## config.mk

```make
export PLATFORM = sky130hd
export DESIGN_NAME = rro_core
export DESIGN_NICKNAME = d
export VERILOG_FILES = /design/src/hw/rro_pkg.sv /design/src/hw/rro_core.sv
export SDC_FILE = /design/constraint.sdc
export NUM_CORES = 1
export LEC_CHECK = 0
export BUFFER_PORTS_ARGS = -buffer_cell sky130_fd_sc_hd__buf_2
export CAP_MARGIN = 40
export CORE_MARGIN = 2
export CORE_UTILIZATION = 44
export DETAILED_ROUTE_END_ITERATION = 8
export PLACE_DENSITY = 0.75
export SYNTH_ARGS = -nofsm -noshare
export SYNTH_HDL_FRONTEND = slang
export SYNTH_SLANG_ARGS = --single-unit
```

## constraint.sdc

```tcl
create_clock -name clk -period 0.9 [get_ports clk]
set_input_delay 0.09 -clock clk [delete_from_list [all_inputs] [get_ports clk]]
set_output_delay 0.09 -clock clk [all_outputs]
set_load 0.02 [all_outputs]
```

## src/hw/rro_pkg.sv

```systemverilog
// package of constants and carrier types for the rotate and return unit
package rro_pkg;
    localparam int unsigned RRO_DATA_W = 8;
    localparam int unsigned RRO_PC_W   = 12;
    localparam int unsigned RRO_MSB    = 7;
    localparam int unsigned RRO_LSB    = 0;
    localparam logic [7:0]  RRO_ACC_RST = 8'h00;
    localparam logic [11:0] RRO_PC_RST  = 12'h000;
    localparam logic        RRO_C_RST   = 1'b0;
    localparam logic        RRO_GIE_RST = 1'b0;

    // operation codes presented on the request port
    typedef enum logic [3:0] {
        RRO_NOP              = 4'h0,
        RRO_ROT_LEFT_MEM     = 4'h1,
        RRO_ROT_LEFT_ACC     = 4'h2,
        RRO_ROT_LEFT_VC_MEM  = 4'h3,
        RRO_ROT_LEFT_VC_ACC  = 4'h4,
        RRO_ROT_RIGHT_MEM    = 4'h5,
        RRO_ROT_RIGHT_ACC    = 4'h6,
        RRO_ROT_RIGHT_VC_MEM = 4'h7,
        RRO_ROT_RIGHT_VC_ACC = 4'h8,
        RRO_SUB_EXIT         = 4'h9,
        RRO_SUB_EXIT_IMM     = 4'hA,
        RRO_INT_EXIT         = 4'hB
    } rro_op_e;

    // one request: operation, memory operand, immediate and stack top
    typedef struct packed {
        rro_op_e       op;
        logic [7:0]    operand;
        logic [7:0]    imm;
        logic [11:0]   stack_top;
    } rro_req_s;

    // memory write-back command
    typedef struct packed {
        logic          we;
        logic [7:0]    data;
    } rro_mem_s;
endpackage

```

## src/hw/rro_core.sv

```systemverilog
// rotate and return execution unit with accumulator, carry, pc, gie
//
// What this block does
// - memory rotate-left-via-carry: carry takes bit 7
// - old carry enters memory bit 0
// - acc rotate-left-via-carry: result to accumulator
// - acc rotate-left-via-carry leaves memory unwritten
// - memory rotate right, bit 0 wraps to 7
// - acc rotate right, memory stays unchanged
// - memory rotate-right-via-carry as 9-bit loop
// - acc rotate-right-via-carry, carry gets bit 0
// - acc rotate-right-via-carry leaves memory unwritten
module rro_core
    import rro_pkg::*;
(
    input  wire logic             clk,
    input  wire logic             resetn,
    input  wire logic             en,
    input  wire logic             req_valid,
    input  wire rro_req_s         req,
    output rro_mem_s              mem_wr,
    output logic [7:0]            acc,
    output logic                  carry,
    output logic [11:0]           pc,
    output logic                  pc_load,
    output logic                  global_interrupt_enable
);
    logic [7:0]  acc_q,  acc_d;
    logic        c_q,    c_d;
    logic [11:0] pc_q,   pc_d;
    logic        gie_q,  gie_d;
    logic        pcl_q,  pcl_d;
    rro_mem_s    mw_q,   mw_d;
    logic [7:0]  m;

    // next-state datapath for one accepted request
    always_comb begin
        m     = req.operand;
        acc_d = acc_q;
        c_d   = c_q;
        pc_d  = pc_q;
        gie_d = gie_q;
        pcl_d = 1'b0;
        mw_d  = '{we: 1'b0, data: mw_q.data};
        if (req_valid) begin
            unique case (req.op)
                RRO_ROT_LEFT_MEM: begin
                    mw_d = '{we: 1'b1, data: {m[6:0], m[RRO_MSB]}};
                end
                RRO_ROT_LEFT_ACC: begin
                    acc_d = {m[6:0], m[RRO_MSB]};
                end
                RRO_ROT_LEFT_VC_MEM: begin
                    mw_d = '{we: 1'b1, data: {m[6:0], c_q}};
                    c_d  = m[RRO_MSB];
                end
                RRO_ROT_LEFT_VC_ACC: begin
                    acc_d = {m[6:0], c_q};
                    c_d   = m[RRO_MSB];
                end // no memory write
                RRO_ROT_RIGHT_MEM: begin
                    mw_d = '{we: 1'b1, data: {m[RRO_LSB], m[7:1]}};
                end
                RRO_ROT_RIGHT_ACC: begin
                    acc_d = {m[RRO_LSB], m[7:1]};
                end
                RRO_ROT_RIGHT_VC_MEM: begin
                    mw_d = '{we: 1'b1, data: {c_q, m[7:1]}};
                    c_d  = m[RRO_LSB];
                end
                RRO_ROT_RIGHT_VC_ACC: begin
                    acc_d = {c_q, m[7:1]};
                    c_d   = m[RRO_LSB];
                end // no memory write
                RRO_SUB_EXIT: begin
                    pc_d  = req.stack_top;
                    pcl_d = 1'b1;
                end
                RRO_SUB_EXIT_IMM: begin
                    pc_d  = req.stack_top;
                    acc_d = req.imm;
                    pcl_d = 1'b1;
                end
                RRO_INT_EXIT: begin
                    pc_d  = req.stack_top;
                    gie_d = 1'b1;
                    pcl_d = 1'b1;
                end
                default: begin
                end
            endcase
        end
    end

    // state registers, frozen while en is low
    always_ff @(posedge clk or negedge resetn) begin
        if (!resetn) begin
            acc_q <= RRO_ACC_RST;
            c_q   <= RRO_C_RST;
            pc_q  <= RRO_PC_RST;
            gie_q <= RRO_GIE_RST;
            pcl_q <= 1'b0;
            mw_q  <= '0;
        end else if (en) begin
            acc_q <= acc_d;
            c_q   <= c_d;
            pc_q  <= pc_d;
            gie_q <= gie_d;
            pcl_q <= pcl_d;
            mw_q  <= mw_d;
        end
    end

    // outputs straight from flip-flops
    assign acc                     = acc_q;
    assign carry                   = c_q;
    assign pc                      = pc_q;
    assign pc_load                 = pcl_q;
    assign global_interrupt_enable = gie_q;
    assign mem_wr                  = mw_q;

    // checks on the datapath
    property p_lvc_mem;
        @(posedge clk) disable iff (!resetn)
        (en && req_valid && req.op == RRO_ROT_LEFT_VC_MEM) |=>
            (c_q == $past(req.operand[7]) && mw_q.we &&
             mw_q.data == {$past(req.operand[6:0]), $past(c_q)});
    endproperty
    a_lvc_mem: assert property (p_lvc_mem)
        else $error("left via carry to memory wrong");

    property p_lvc_bit0;
        @(posedge clk) disable iff (!resetn)
        (en && req_valid && req.op == RRO_ROT_LEFT_VC_MEM) |=>
            mw_q.data[0] == $past(c_q);
    endproperty
    a_lvc_bit0: assert property (p_lvc_bit0)
        else $error("old carry not in bit 0");

    property p_lvc_acc;
        @(posedge clk) disable iff (!resetn)
        (en && req_valid && req.op == RRO_ROT_LEFT_VC_ACC) |=>
            (acc_q == {$past(req.operand[6:0]), $past(c_q)} &&
             c_q == $past(req.operand[7]));
    endproperty
    a_lvc_acc: assert property (p_lvc_acc)
        else $error("left via carry to acc wrong");

    property p_lvc_keep;
        @(posedge clk) disable iff (!resetn)
        (en && req_valid && req.op == RRO_ROT_LEFT_VC_ACC) |=> !mw_q.we;
    endproperty
    a_lvc_keep: assert property (p_lvc_keep)
        else $error("memory written by acc rotate");

    property p_rot_r_mem;
        @(posedge clk) disable iff (!resetn)
        (en && req_valid && req.op == RRO_ROT_RIGHT_MEM) |=>
            (mw_q.we && mw_q.data == {$past(req.operand[0]),
                                      $past(req.operand[7:1])});
    endproperty
    a_rot_r_mem: assert property (p_rot_r_mem)
        else $error("right rotate to memory wrong");

    property p_rot_r_acc;
        @(posedge clk) disable iff (!resetn)
        (en && req_valid && req.op == RRO_ROT_RIGHT_ACC) |=>
            (!mw_q.we && acc_q == {$past(req.operand[0]),
                                   $past(req.operand[7:1])});
    endproperty
    a_rot_r_acc: assert property (p_rot_r_acc)
        else $error("right rotate to acc wrong");

    property p_rvc_mem;
        @(posedge clk) disable iff (!resetn)
        (en && req_valid && req.op == RRO_ROT_RIGHT_VC_MEM) |=>
            (c_q == $past(req.operand[0]) && mw_q.we &&
             mw_q.data == {$past(c_q), $past(req.operand[7:1])});
    endproperty
    a_rvc_mem: assert property (p_rvc_mem)
        else $error("right via carry to memory wrong");

    property p_rvc_acc;
        @(posedge clk) disable iff (!resetn)
        (en && req_valid && req.op == RRO_ROT_RIGHT_VC_ACC) |=>
            (acc_q == {$past(c_q), $past(req.operand[7:1])} &&
             c_q == $past(req.operand[0]));
    endproperty
    a_rvc_acc: assert property (p_rvc_acc)
        else $error("right via carry to acc wrong");

    property p_rvc_keep;
        @(posedge clk) disable iff (!resetn)
        (en && req_valid && req.op == RRO_ROT_RIGHT_VC_ACC) |=> !mw_q.we;
    endproperty
    a_rvc_keep: assert property (p_rvc_keep)
        else $error("memory written by acc rotate");

    property p_exit_imm;
        @(posedge clk) disable iff (!resetn)
        (en && req_valid && req.op == RRO_SUB_EXIT_IMM) |=>
            (pc_q == $past(req.stack_top) && acc_q == $past(req.imm)
             && pcl_q);
    endproperty
    a_exit_imm: assert property (p_exit_imm)
        else $error("exit with immediate wrong");

    property p_exit_int;
        @(posedge clk) disable iff (!resetn)
        (en && req_valid && req.op == RRO_INT_EXIT) |=>
            (pc_q == $past(req.stack_top) && gie_q && pcl_q);
    endproperty
    a_exit_int: assert property (p_exit_int)
        else $error("interrupt exit wrong");

    // plain exit reloads pc and leaves the accumulator alone
    property p_exit_sub;
        @(posedge clk) disable iff (!resetn)
        (en && req_valid && req.op == RRO_SUB_EXIT) |=>
            (pc_q == $past(req.stack_top) && acc_q == $past(acc_q)
             && pcl_q);
    endproperty
    a_exit_sub: assert property (p_exit_sub)
        else $error("plain exit wrong");

    // once set, the interrupt enable only falls through reset
    property p_gie_hold;
        @(posedge clk) disable iff (!resetn)
        gie_q |=> gie_q;
    endproperty
    a_gie_hold: assert property (p_gie_hold)
        else $error("interrupt enable dropped");

    // write strobe only after a taken rotate with memory destination
    property p_we_cause;
        @(posedge clk) disable iff (!resetn)
        (en && !(req_valid &&
                 (req.op == RRO_ROT_LEFT_MEM ||
                  req.op == RRO_ROT_LEFT_VC_MEM ||
                  req.op == RRO_ROT_RIGHT_MEM ||
                  req.op == RRO_ROT_RIGHT_VC_MEM))) |=> !mw_q.we;
    endproperty
    a_we_cause: assert property (p_we_cause)
        else $error("memory written without memory rotate");
endmodule

```

Word-level counts from Yosys, hierarchy flattened
Cells that the tools add are included.
Storage, ports and cells
  flip-flop bits (word level): 32
  input port bits: 36
  word-level logic and storage cells: 35
Cells by class
  equality and inequality tests: 11
  muxes and demuxes: 6
  reduce and logical (&&, ||, !) cells: 11
Operators with widths (number)
  one-hot mux 8 bit (5 select lines): 1
  one-hot mux 9 bit (4 select lines): 1
  == test 4 x 3 -> 1 bit (second input constant): 4
  == test 4 bit (second input constant): 4
  AND reduction 3 bit: 5
  2-to-1 mux 9 bit: 1
  == test 4 x 2 -> 1 bit (second input constant): 2
  nonzero test 5 bit: 1
  == test 4 x 1 -> 1 bit (second input constant): 1
  nonzero test 4 bit: 1
  OR reduction 2 bit: 2
  OR reduction 3 bit: 1
  2-to-1 mux 1 bit: 2
  one-hot mux 1 bit (2 select lines): 1
  nonzero test 2 bit: 1

Longest topological paths before layout
Gate-level depths: netlist of run 1.
  word-level depth: 4
  depth in mapped cells: 6
  depth with buffers taken out: 4

Worst setup path before layout of run 1
Ideal clock, no wire load.
  path kind: input to register
  start: in req[29] (netlist name)
  end: reg pc_q[10] (netlist: pc[10])
  library setup time: 125 ps
  arrival time: 1153 ps
  data required time: 775 ps
  setup slack: -378 ps
  stages on the path: 5
  cell sequence: buf_4 -> inv_1 -> a211oi_2 -> buf_4 -> mux2_2
Between the ends
  cells in the longest elaborated chain, start to end: 3
  elaborated cells between the ends (all ways): 5
  those cells by class: eq/ne: 3; reduce/logical: 2
RTL lines
  from (decl): line rro_core.sv:20  | input wire rro_req_s req,
  == test 4 bit: line rro_core.sv:46  | unique case (req.op)
  OR reduction 3 bit (no source line) *
  AND reduction 3 bit (no source line) *
  to (signal assigned): line rro_core.sv:107  | pc_q <= pc_d;
  to (decl): line rro_core.sv:30  | logic [11:0] pc_q, pc_d;
Mark *: on every way between the ends. The rest lies on a longest branch, timed or not.
A chain may end at the register's enable or synchronous reset.

Final worst setup path of run 1
  start: reg c_q (netlist: carry)
  end: reg acc_q[0] (netlist: acc[0])
Between the ends
  cells in the longest elaborated chain, start to end: 1
RTL lines
  from (decl): line rro_core.sv:29  | logic c_q, c_d;
  from (signal assigned): line rro_core.sv:99  | c_q <= RRO_C_RST;
  from (signal assigned): line rro_core.sv:106  | c_q <= c_d;
  one-hot mux 8 bit (5 select lines): line rro_core.sv:46
  to (signal assigned): line rro_core.sv:98  | acc_q <= RRO_ACC_RST;
  to (signal assigned): line rro_core.sv:105  | acc_q <= acc_d;
  to (decl): line rro_core.sv:28  | logic [7:0] acc_q, acc_d;
No other way between the ends.

==> results.md, run 1 <==
* Initial Utilization at 45.8%
* Die Wd at 68.7 um
* H-tree Lvls at 2
* Clock transition at path regs at about 80 ps
* Area grow syn2layout at 105%
* CP Launch Point: carry$_DFFE_PN0P_
* Distinct cell type count after synthesis at 40
* ANT cells at 0
* Max-Cap Viols at 0
* Largest net degree at the start of global routing at 33
* Fin nets at 368
* # DRC at 0
* DR iter-0 viols at 280
* Seq/Total Area, Yosys at 43.4%
* # rows at 23
* Final worst path period share at 136%
* Area leader, netlist: dfrtp_1
* Synth warn at 0
* Worst-Skew Late Latency at 290 ps
* RSZ-0062 raised after global routing: true
* Cells after DPL at 336
* Most frequent cells in the layout: buf_4, buf_6, dfrtp_1
* CTS tree: yes
* Fmax at 0.817 GHz
* Layout cells sized above 1 at 69.1%
* Worst r2r src: carry$_DFFE_PN0P_
* Top Usage Layer GRT: met2
* Tmin final at 1220 ps
* Die H at ~69 um
* Clock Skews at roughly 7.4 ps
* Via/cell ratio at 6.66
* Max rail drop VDD at about 1200 uV
* Non-filler cells, final at 383
* Commonest non-fill, non-tap cell in the layout: buf_4
* Post-synth top area share at 43.4%
* Grt total ovfl at 0
* Mapped Cells at 181
* HP Start: req[4]
* Tightest Pin Transition at 332 ps
* CP Launch Type: flop
* Critical Path End Type: flop
* Setup WS post-layout at -324 ps
* Seq cells post-synth at 32
* # clock sinks at 32
* CP Class: reg2reg
* Routing usage on met3 at 6.66%
* Ys flop type: dfrtp_1
* Final setup fails at 60
* Endpoints failing hold at 0
* Routed WL per cell at 26.0 um
* Drt total wl at roughly 10000 um
* Cell Pwr Density at ~1700 nW/um^2
* M1 GR Usage at 41.3%
* I/O Buffers at 67
* Layout Utilization at 94.0%
* Final GP Congestion at 0.948
* Data required, critical path at 1070 ps
* Initial antenna violation count at 0
* Pleak at 1.73 nW
* Syn Nets at 217
* Final Max Slew Viols at 0
* TritonRoute pass-1 iters at 6
* Boundary Pins at 68
* First-pass GRT wire length at 11000 um
* Netlist Area Pre-Place at 1840 sq um
* Post-Syn Area per Cell at roughly 10 sq um
* Slew HR at between 70% and 80%
* Overall routing resource usage at roughly a third
* Core area at 4030 sq um
* Total CTS buffers at 5
* Hold Crit Class: in2reg
* Routed vias at ~2600
* Grt met2 use at 52.2%
* Largest cells by area after synthesis: dfrtp_1, mux2_2, nor2b_1, a31oi_1, o21ai_0
* Die Area at approximately 4700 sq um
* Post-DP HPWL at a little under 4000 um
* Root buffer cell: clkbuf_8
* CTS Buffer Depth at 2
* WP data arrival at between 1000 and 1500 ps
* Vias in the first global route at 2181
* Final ANT Viol Nets at 0
* Failing checks: setup timing
* Status: finished with violations
* Ys async rst share at 100%
* Post-synth EDFFs at 0
* Max Fanout on Critical Path at 5
* Tot Pwr at 6.26 mW
[cells in the mapped netlist, drive strengths merged, types with 5 or more instances]
library cell / count
a21oi: 7
a221oi: 5
a311oi: 5
a31oi: 10
buf: 12
dfrtp: 32
inv: 8
mux2: 13
nand2: 14
nor2b: 19
o21ai: 11
o31ai: 5
[cell families after synthesis]
family	synth area share, %
flops	43.4
mux	9.02
xor+xnor	0.475
compound gates	27.0
simple gates	13.2
buf+inv	6.85
[metrics by stage]
| step | hold slack (ps) | instance area, sq um | worst slack, ps | setup TNS (ps) |
|---|---|---|---|---|
| after floorplan | -206 | 1980 | -245 | -4590 |
| after global placement | 56.9 | 2690 | -441 | -10740 |
| after detailed placement | 59.1 | 2690 | -474 | -11780 |
| after CTS | 23.2 | 3480 | -164 | -1710 |
| after global routing | 16.8 | 3790 | -359 | -4540 |
| final | 23.5 | 3790 | -324 | -3590 |
[power breakdown]
group / internal (mW) / leakage (nW) / switching, mW
sequential: 1.72 / 0.388 / 0.277
clock: 0.821 / 0.0541 / 0.652
combinational: 1.51 / 1.29 / 1.28
[routing by layer]
layer / vias up / wire, um / share of wire [%]
li1: 982 / - / -
met1: 1255 / 3690 / 37
met2: 252 / 4740 / 48
met3: 62 / 985 / 9.9
met4: 0 / 547 / 5.5
met5: - / 0 / 0
[registers in the layout, summed over array words and instances (netlist names)]
| register | count |
|---|---|
| mem_wr | 9 |
| acc | 8 |
| carry | 1 |
| global_interrupt_enable | 1 |
| pc_load | 1 |
| pc | 12 |
[cell type report]
class                           instances  area [sq um]
Clock buffer                            5          68.8
Sequential cell                        32           802
Fill cell                             108           240
Inverter                                8          40.0
Timing Repair Buffer                  157          1480
Tap cell                               50          62.6
Multi-Input combinational cell        128          1300
Clock inverter                          3          42.5
[worst max-delay path, cell delays in order (launching register included)]
cell and delay (ps):
dfrtp_2 460, inv_2 110, o21ai_2 80, a221oi_2 320, o22ai_1 120
[final timing paths]
path	to	slack [ps]	depth (start not counted)
worst min register to register	mem_wr[2]$_DFFE_PN0P_	530	2
worst max register to register	acc[0]$_DFFE_PN0P_	-320	4
max in group asynchronous	carry$_DFFE_PN0P_	420	3
worst max-delay path	acc[0]$_DFFE_PN0P_	-320	4
min in group asynchronous	acc[3]$_DFFE_PN0P_	290	3
worst min-delay path	pc[4]$_DFFE_PN0P_	20	2
[repair_timing]
action / 4_1_cts / 5_1_grt
hold buffers: 1 / 0
setup buffers: 20 / 15
gates cloned: 4 / 0
setup endpoints to repair: 60 / 61
endpoints found under the hold margin: 32 / 0
pin swaps: 15 / 22
gates resized for setup: 117 / 44
Note: power is estimated with default switching activity, not from simulation.
==> run 2: changes to the inputs <==
Settings changed: HOLD_SLACK_MARGIN set to 0.05.
==> run 2 against run 1 <==
  * The run now fails in global routing
  * Synthesized cell count stayed put
  * Area after synthesis stayed put
==> results.md, run 2 <==
* Status: stopped before the end
* Failing step: global routing
* Err: [ERROR GRT-0232] Routing congestion too high. Check the congestion heatmap in the GUI.
* Post-Syn Area per Cell at 10.2 sq um (unchanged)
* Final GP Congestion at 0.948 (unchanged)
* Seq cells post-synth at 32 (unchanged)
* Netlist Area Pre-Place at 1840 sq um (unchanged)
* Seq/Total Area, Yosys at 43.4% (unchanged)
* Die H at 68.7 um (unchanged)
* I/O Buffers at 67 (unchanged)
* CTS Buffer Depth at 2 (unchanged)
* # rows at 23 (unchanged)
* Total CTS buffers at 5 (unchanged)
* # clock sinks at 32 (unchanged)
* Initial antenna violation count at 2
* Die Wd at 68.7 um (unchanged)
* Synth top cells by count: dfrtp_1, nor2b_1, nand2_1, mux2_2
* Area leader, netlist: dfrtp_1
* Largest cells by area after synthesis: dfrtp_1, mux2_2, nor2b_1, a31oi_1, o21ai_0
* H-tree Lvls at 2 (unchanged)
* Post-DP Area at 2690 sq um (unchanged)
* Post-DP HPWL at 3950 um (unchanged)
* Mapped Cells at 181 (unchanged)
* Post-GRT worst EP: acc[0]$_DFFE_PN0P_/D
* Most numerous cell in the Yosys netlist: dfrtp_1
* Boundary Pins at 68 (unchanged)
* Post-synth EDFFs at 0 (unchanged)
* Overall routing resource usage at 72.6%
* Ys flop type: dfrtp_1
* Post-synth top area share at 43.4% (unchanged)
* Worst End Pin Type: register data pin
* Ys async rst share at 100% (unchanged)
* Syn Nets at 217 (unchanged)
* Synth warn at 0 (unchanged)
* Initial Utilization at 45.8% (unchanged)
* Root buffer cell: clkbuf_8
* Distinct cell type count after synthesis at 40 (unchanged)
* Grt total ovfl at 21
* Largest net degree at the start of global routing at 33
* Dpl ws at -474 ps (unchanged)
==> run 2: stage by stage <==
stage / hold slack, ps / std cells
floorplan: -206 / 181
global placement: 56.9 / 336
detailed placement: 59.1 / 336
CTS: 146 / 380
==> run 2: repair_timing <==
action,4_1_cts
buffers inserted,20
pin swaps,15
gates resized for setup,117
gates cloned,4
setup endpoints to repair,60
hold buffers,13
hold endpoints to repair,44
==> run 2: logic make-up after synthesis <==
group	Yosys count	synth area share, %
compound gates	67	27.0
mux	15	9.02
buf+inv	22	6.85
xor+xnor	1	0.475
simple gates	44	13.2
flops	32	43.4
==> run 2: per-layer routing <==
layer | overflow | track usage [%]
met5 | 0 | 10.0
met4 | 15 | 71.8
met3 | 0 | 57.1
met2 | 6 | 89.8
met1 | 0 | 73.0
==> run 3: changes to the inputs <==
Settings changed: CORE_UTILIZATION 44 to 40, HOLD_SLACK_MARGIN 0.05 to not set, PLACE_DENSITY 0.75 to not set, PLACE_DENSITY_LB_ADDON set to 0.15.
Clock period 0.9 ns to 1.2 ns, I/O delays scaled along.
==> run 3 against run 2 <==
  * The flow now finishes without violations
==> results.md, run 3 (synthesis results as in run 1) <==
* Routed vias at between 1500 and 2000
* WP data arrival at 1270 ps
* Fin nets at 319
* Hold Crit Class: in2reg
* Post-CTS setup buffer count at 0 (-100%)
* Post-DP HPWL at 3690 um (-6.6%)
* Tightest Pin Transition at between 300 and 400 ps
* Crit path to: acc[2]$_DFFE_PN0P_
* CP max stage delay at 250 ps
* CP Launch Type: input pin
* Final Max Slew Viols at 0
* Via/cell ratio at 5.40
* Final worst path period share at approximately nine tenths
* # rows at 24 (+4.3%)
* Endpoints failing hold at 0
* Cell Pwr Density at 1280 nW/um^2
* DR iter-0 viols at 141
* Die H at 71.9 um (+4.6%)
* Worst-Skew Late Latency at 280 ps
* # DRC at 0
* H-tree Lvls at 2 (unchanged)
* Initial antenna violation count at 0
* ANT cells at 0
* Die Area at 5170 sq um
* Worst r2r path cells at 4
* Max Fanout on Critical Path at 14
* Clock transition at path regs at around 70 ps
* Pleak at 1.22 nW
* Overall routing resource usage at 20.0%
* CP dominant cell by count: buf_4
* Grt total ovfl at 0
* Total CTS buffers at 5 (unchanged)
* Tot Pwr at ~3.3 mW
* Final GP Congestion at 0.844 (-11%)
* Drt total wl at between 4000 and 5000 um
* Max-Cap Viols at 0
* Critical path, cell by cell: buf_2 -> nor3_1 -> buf_4 -> a2111oi_4 -> buf_4 -> o21ai_0 -> o22a_1
* First-pass GRT wire length at 8120 um
* Clock Skews at 1.38 ps
* Slew HR at 75.5%
* Final setup fails at 0
* CP Class: in2reg
* Reg2reg setup slack at 160 ps
* RSZ-0062 raised after global routing: false
* RR Endpoint: acc[0]$_DFFE_PN0P_
* Routed WL per cell at around 15 um
* Setup TNS at 0 ps
* Hold_ws at 52.5 ps
* Boundary Pins at 68 (unchanged)
* CP max stage cell: a2111oi_4
* Area grow syn2layout at 40.8%
* Root buffer cell: clkbuf_8
* Initial Utilization at 42.1% (-3.7 points)
* Max FFs per register at 12
* Status: completed
* I/O Buffers at 67 (unchanged)
* Commonest non-fill, non-tap cell in the layout: buf_2
* TritonRoute pass-1 iters at 4
* Vias in the first global route at 1736
* Layout cells sized above 1 at between 40% and 50%
* Most frequent cells in the layout: buf_2, buf_4, dfrtp_1
* Core area at 4380 sq um
* Worst r2r src: carry$_DFFE_PN0P_
* Data required, critical path at 1370 ps
* Largest net degree at the start of global routing at 21
* Max rail drop VDD at 745 uV
* CTS Buffer Depth at 2 (unchanged)
* Fmax at just over 0.9 GHz
* # clock sinks at 32 (unchanged)
* Tmin final at 1100 ps
* CP Launch Point: req[30]
* Critical Path End Type: flop
* Final ANT Viol Nets at 0
* CTS tree: yes
* Die Wd at 71.9 um (+4.6%)
## run 3: worst min path at each step
stage / from / to / slack (ps) / depth (start not counted)
global placement: resetn / pc[6]$_DFFE_PN0P_ / 50 / 1
finish: req[5] / pc[5]$_DFFE_PN0P_ / 50 / 2
detailed placement: resetn / pc[5]$_DFFE_PN0P_ / 60 / 1
CTS: req[5] / pc[5]$_DFFE_PN0P_ / 40 / 2
floorplan: resetn / acc[0]$_DFFE_PN0P_ / -180 / 0
global route: req[11] / pc[11]$_DFFE_PN0P_ / 60 / 2
## run 3: stage by stage
step	area, sq um	instances	worst slack, ps	util (%)
2_1_floorplan	1870	181	1.76	-
3_5_place_dp	2500	327	-209	57.0
6_report	2600	335	102	59.2
3_3_place_gp	2500	327	-211	57.0
4_1_cts	2590	335	99.1	59.0
5_1_grt	2600	335	11.5	59.2
## run 3: layer usage
layer  part of all wire [%]  track usage, %  up-vias
li1                       -               -      885
met1                     48            28.7      863
met2                     46            31.5       56
met3                    5.1            4.17        5
met4                   0.95            4.40        0
met5                      0               0        -
## run 3: layout make-up
cell class	instances	area, sq um
clock buffers	6	72.6
clock inverters	1	5.00
fillers	407	1790
inverters	8	32.5
multi-input cells	127	938
flip-flops and latches	32	801
well taps	52	65.1
repair buffers	109	682
## run 3: critical path, delay by kind of cell
family	cells	cell delay, ps
compound gates	3	550
buf+inv	3	530
simple gates	1	60
## run 3: what timing repair did
item | in CTS | in global routing
endpoints found under the setup margin | 0 | 2
resized for setup | 0 | 2
hold buffers | 1 | 0
hold endpoints to repair | 14 | 0
## run 3: where the power goes
group / internal, mW / leakage, nW / switching (mW)
Clock: 0.394 / 0.0410 / 0.381
Combinational: 0.499 / 0.788 / 0.649
Sequential: 1.29 / 0.389 / 0.102
==> run 4: changes to the inputs <==
Clock period 1.2 ns to 1 ns, I/O delays scaled along.
==> run 4 against run 3 <==
  * The flow now finishes with violations (setup timing)
  * Clock skew down 1.1 ps
  * Setup slack worse by 160 ps
  * Clock power up 78%
  * Register-to-register slack worse by 180 ps
  * Largest power group unchanged
==> results.md, run 4 (synthesis results as in run 1) <==
* Root buffer cell: clkbuf_8
* CP Launch Point: carry$_DFFE_PN0P_
* Fin nets at 329 (+3.1%)
* Overall routing resource usage at 20.8% (+0.79 points)
* Max rail drop VDD at 978 uV (+31%)
* Drt total wl at 5330 um (+9.8%)
* Most frequent cells in the layout: buf_2, buf_4, dfrtp_1
* Reg2reg setup slack at -20 ps (-180 ps)
* Max FFs per register at 12 (unchanged)
* Final ANT Viol Nets at 0 (unchanged)
* Post-DP HPWL at 3620 um (-1.8%)
* # DRC at 0 (unchanged)
* Clock transition at path regs at 70 ps (about the same)
* Routed vias at 1856 (+2.6%)
* Cell Pwr Density at 1570 nW/um^2 (+23%)
* RR Endpoint: acc[7]$_DFFE_PN0P_
* Switch share at 31.7% (-2.5 points)
* DR iter-0 viols at 57 (-60%)
* Clock share of power at 29.4% (+6.0 points)
* Sequential share of power at 35.6% (-6.3 points)
* Routed WL per cell at 15.4 um (+6.3%)
* Data required, critical path at 900 ps (-470 ps)
* Failing checks: setup timing
* Critical Path End Type: primary output
* Largest net degree at the start of global routing at 33 (+57%)
* Worst-Skew Late Latency at 280 ps (about the same)
* P_int at 3.21 mW (+47%)
* First-pass GRT wire length at 8510 um (+4.8%)
* RSZ-0062 raised after global routing: true
* Hold Crit Class: in2reg
* CTS tree: yes
* Max Fanout on Critical Path at 4 (-10)
* TritonRoute pass-1 iters at 4 (unchanged)
* Worst r2r path cells at 4 (unchanged)
* Boundary Pins at 68 (unchanged)
* Vias in the first global route at 1833 (+5.6%)
* I/O Buffers at 67 (unchanged)
* Die Wd at 71.9 um (unchanged)
* Register area at 802 sq um (+0.16%)
* HP Start: req[0]
* Fill cell total of the finished layout at 345 (-15%)
* Die Area at 5170 sq um (unchanged)
* # rows at 24 (unchanged)
* CTS Buffer Depth at 2 (unchanged)
* Footprint of the multi-input gates at 1130 sq um (+21%)
* Status: finished with violations
* Final Max Slew Viols at 0 (unchanged)
* Slew HR at 75.3% (-0.20 points)
* Setup WS post-layout at -59.0 ps (-161 ps)
* Clock Skews at 0.330 ps (-1.05 ps)
* Tightest Pin Transition at 371 ps (+2.95 ps)
* Grt total ovfl at 0 (unchanged)
* Layout Utilization at 68.5% (+9.3 points)
* Fmax at 0.944 GHz
* Tmin final at 1060 ps
* Final GP Congestion at 0.833 (-1.4%)
* CP Launch Type: flop
* Initial Utilization at 42.1% (unchanged)
* Hold_ws at 44.0 ps (-8.57 ps)
* Combinational share of power at 35.0% (+0.3 points)
* Core area at 4380 sq um (unchanged)
* Die H at 71.9 um (unchanged)
* Area grow syn2layout at 62.8%
* Final worst path period share at 106%
* Worst r2r src: carry$_DFFE_PN0P_
* Layout cells sized above 1 at 57.8% (+10 points)
* # clock sinks at 32 (unchanged)
* Pleak at 1.39 nW (+14%)
* H-tree Lvls at 2 (unchanged)
* Final setup fails at 5 (+5)
* Max-Cap Viols at 0 (unchanged)
* Via/cell ratio at 5.36 (-0.66%)
* Commonest non-fill, non-tap cell in the layout: buf_2
* Initial antenna violation count at 0 (unchanged)
* CP Class: reg2out
* ANT cells at 0 (unchanged)
* Total CTS buffers at 5 (unchanged)
* Endpoints failing hold at 0 (unchanged)
* Sw power at 1.49 mW (+32%)
* Crit path to: carry
* WP data arrival at 960 ps (-310 ps)
run 4: cell count changes in the layout (fill, tap and decap cells not counted), sizes merged:
cell	before	now
buf	108	118
bufinv	0	1
clkbuf	6	7
clkinv	1	0
run 4: per-layer routing:
metal / part of all wire (%) / global-route usage [%]
met1: 45 / 27.1
met2: 48 / 34.6
met3: 6.2 / 4.17
met4: 0.84 / 7.55
met5: 0 / 0
run 4: worst min path at each step:
stage | endpoint | slack (ps) | depth (start not counted)
detailed placement | pc[0]$_DFFE_PN0P_ | 70 | 2
finish | pc[0]$_DFFE_PN0P_ | 40 | 2
global placement | pc[0]$_DFFE_PN0P_ | 70 | 2
CTS | pc[5]$_DFFE_PN0P_ | 40 | 2
floorplan | acc[0]$_DFFE_PN0P_ | -200 | 0
global route | pc[4]$_DFFE_PN0P_ | 40 | 2
run 4: cell type report:
type                       instances  share of cell area (%)
multi-input combinational        127                    37.7
inverter                           8                    1.17
timing repair buffer             119                    28.0
sequential                        32                    26.7
clock buffer                       7                    3.21
clock inverter                     1                    1.00
tap                               52                    2.17
run 4: critical path, cell delays in order (launching register included):
cell and delay (ps):
dfrtp_2 410, buf_6 140, buf_6 120
run 4: timing repair:
item	in CTS	in global routing
gates cloned	1	0
setup buffers	1	3
hold buffers	1	0
endpoints found under the setup margin	22	18
gates resized for setup	23	22
endpoints found under the hold margin	32	0
pin swaps	6	8
run 4: power by group through the flow:
| stage | registers, mW | clock network, mW | logic [mW] |
|---|---|---|---|
| finish | 1.68 | 1.38 | 1.65 |
| global route | 1.70 | 1.47 | 1.77 |
| CTS | 1.67 | 1.42 | 1.57 |
| detailed placement | 1.69 | 0 | 1.49 |
| global placement | 1.68 | 0 | 1.49 |
| floorplan | 2.02 | 0 | 0.535 |
run 4: metrics by stage:
stage / worst slack (ps) / cells / cell area (sq um) / total power, mW / TNS (ps)
floorplan: -155 / 181 / 1950 / 2.56 / -2320
global route: -83.8 / 346 / 3000 / 4.94 / -534
global placement: -382 / 333 / 2640 / 3.17 / -8590
finish: -59.0 / 346 / 3000 / 4.70 / -116
detailed placement: -393 / 333 / 2640 / 3.18 / -9110
CTS: -81.3 / 344 / 2870 / 4.65 / -262
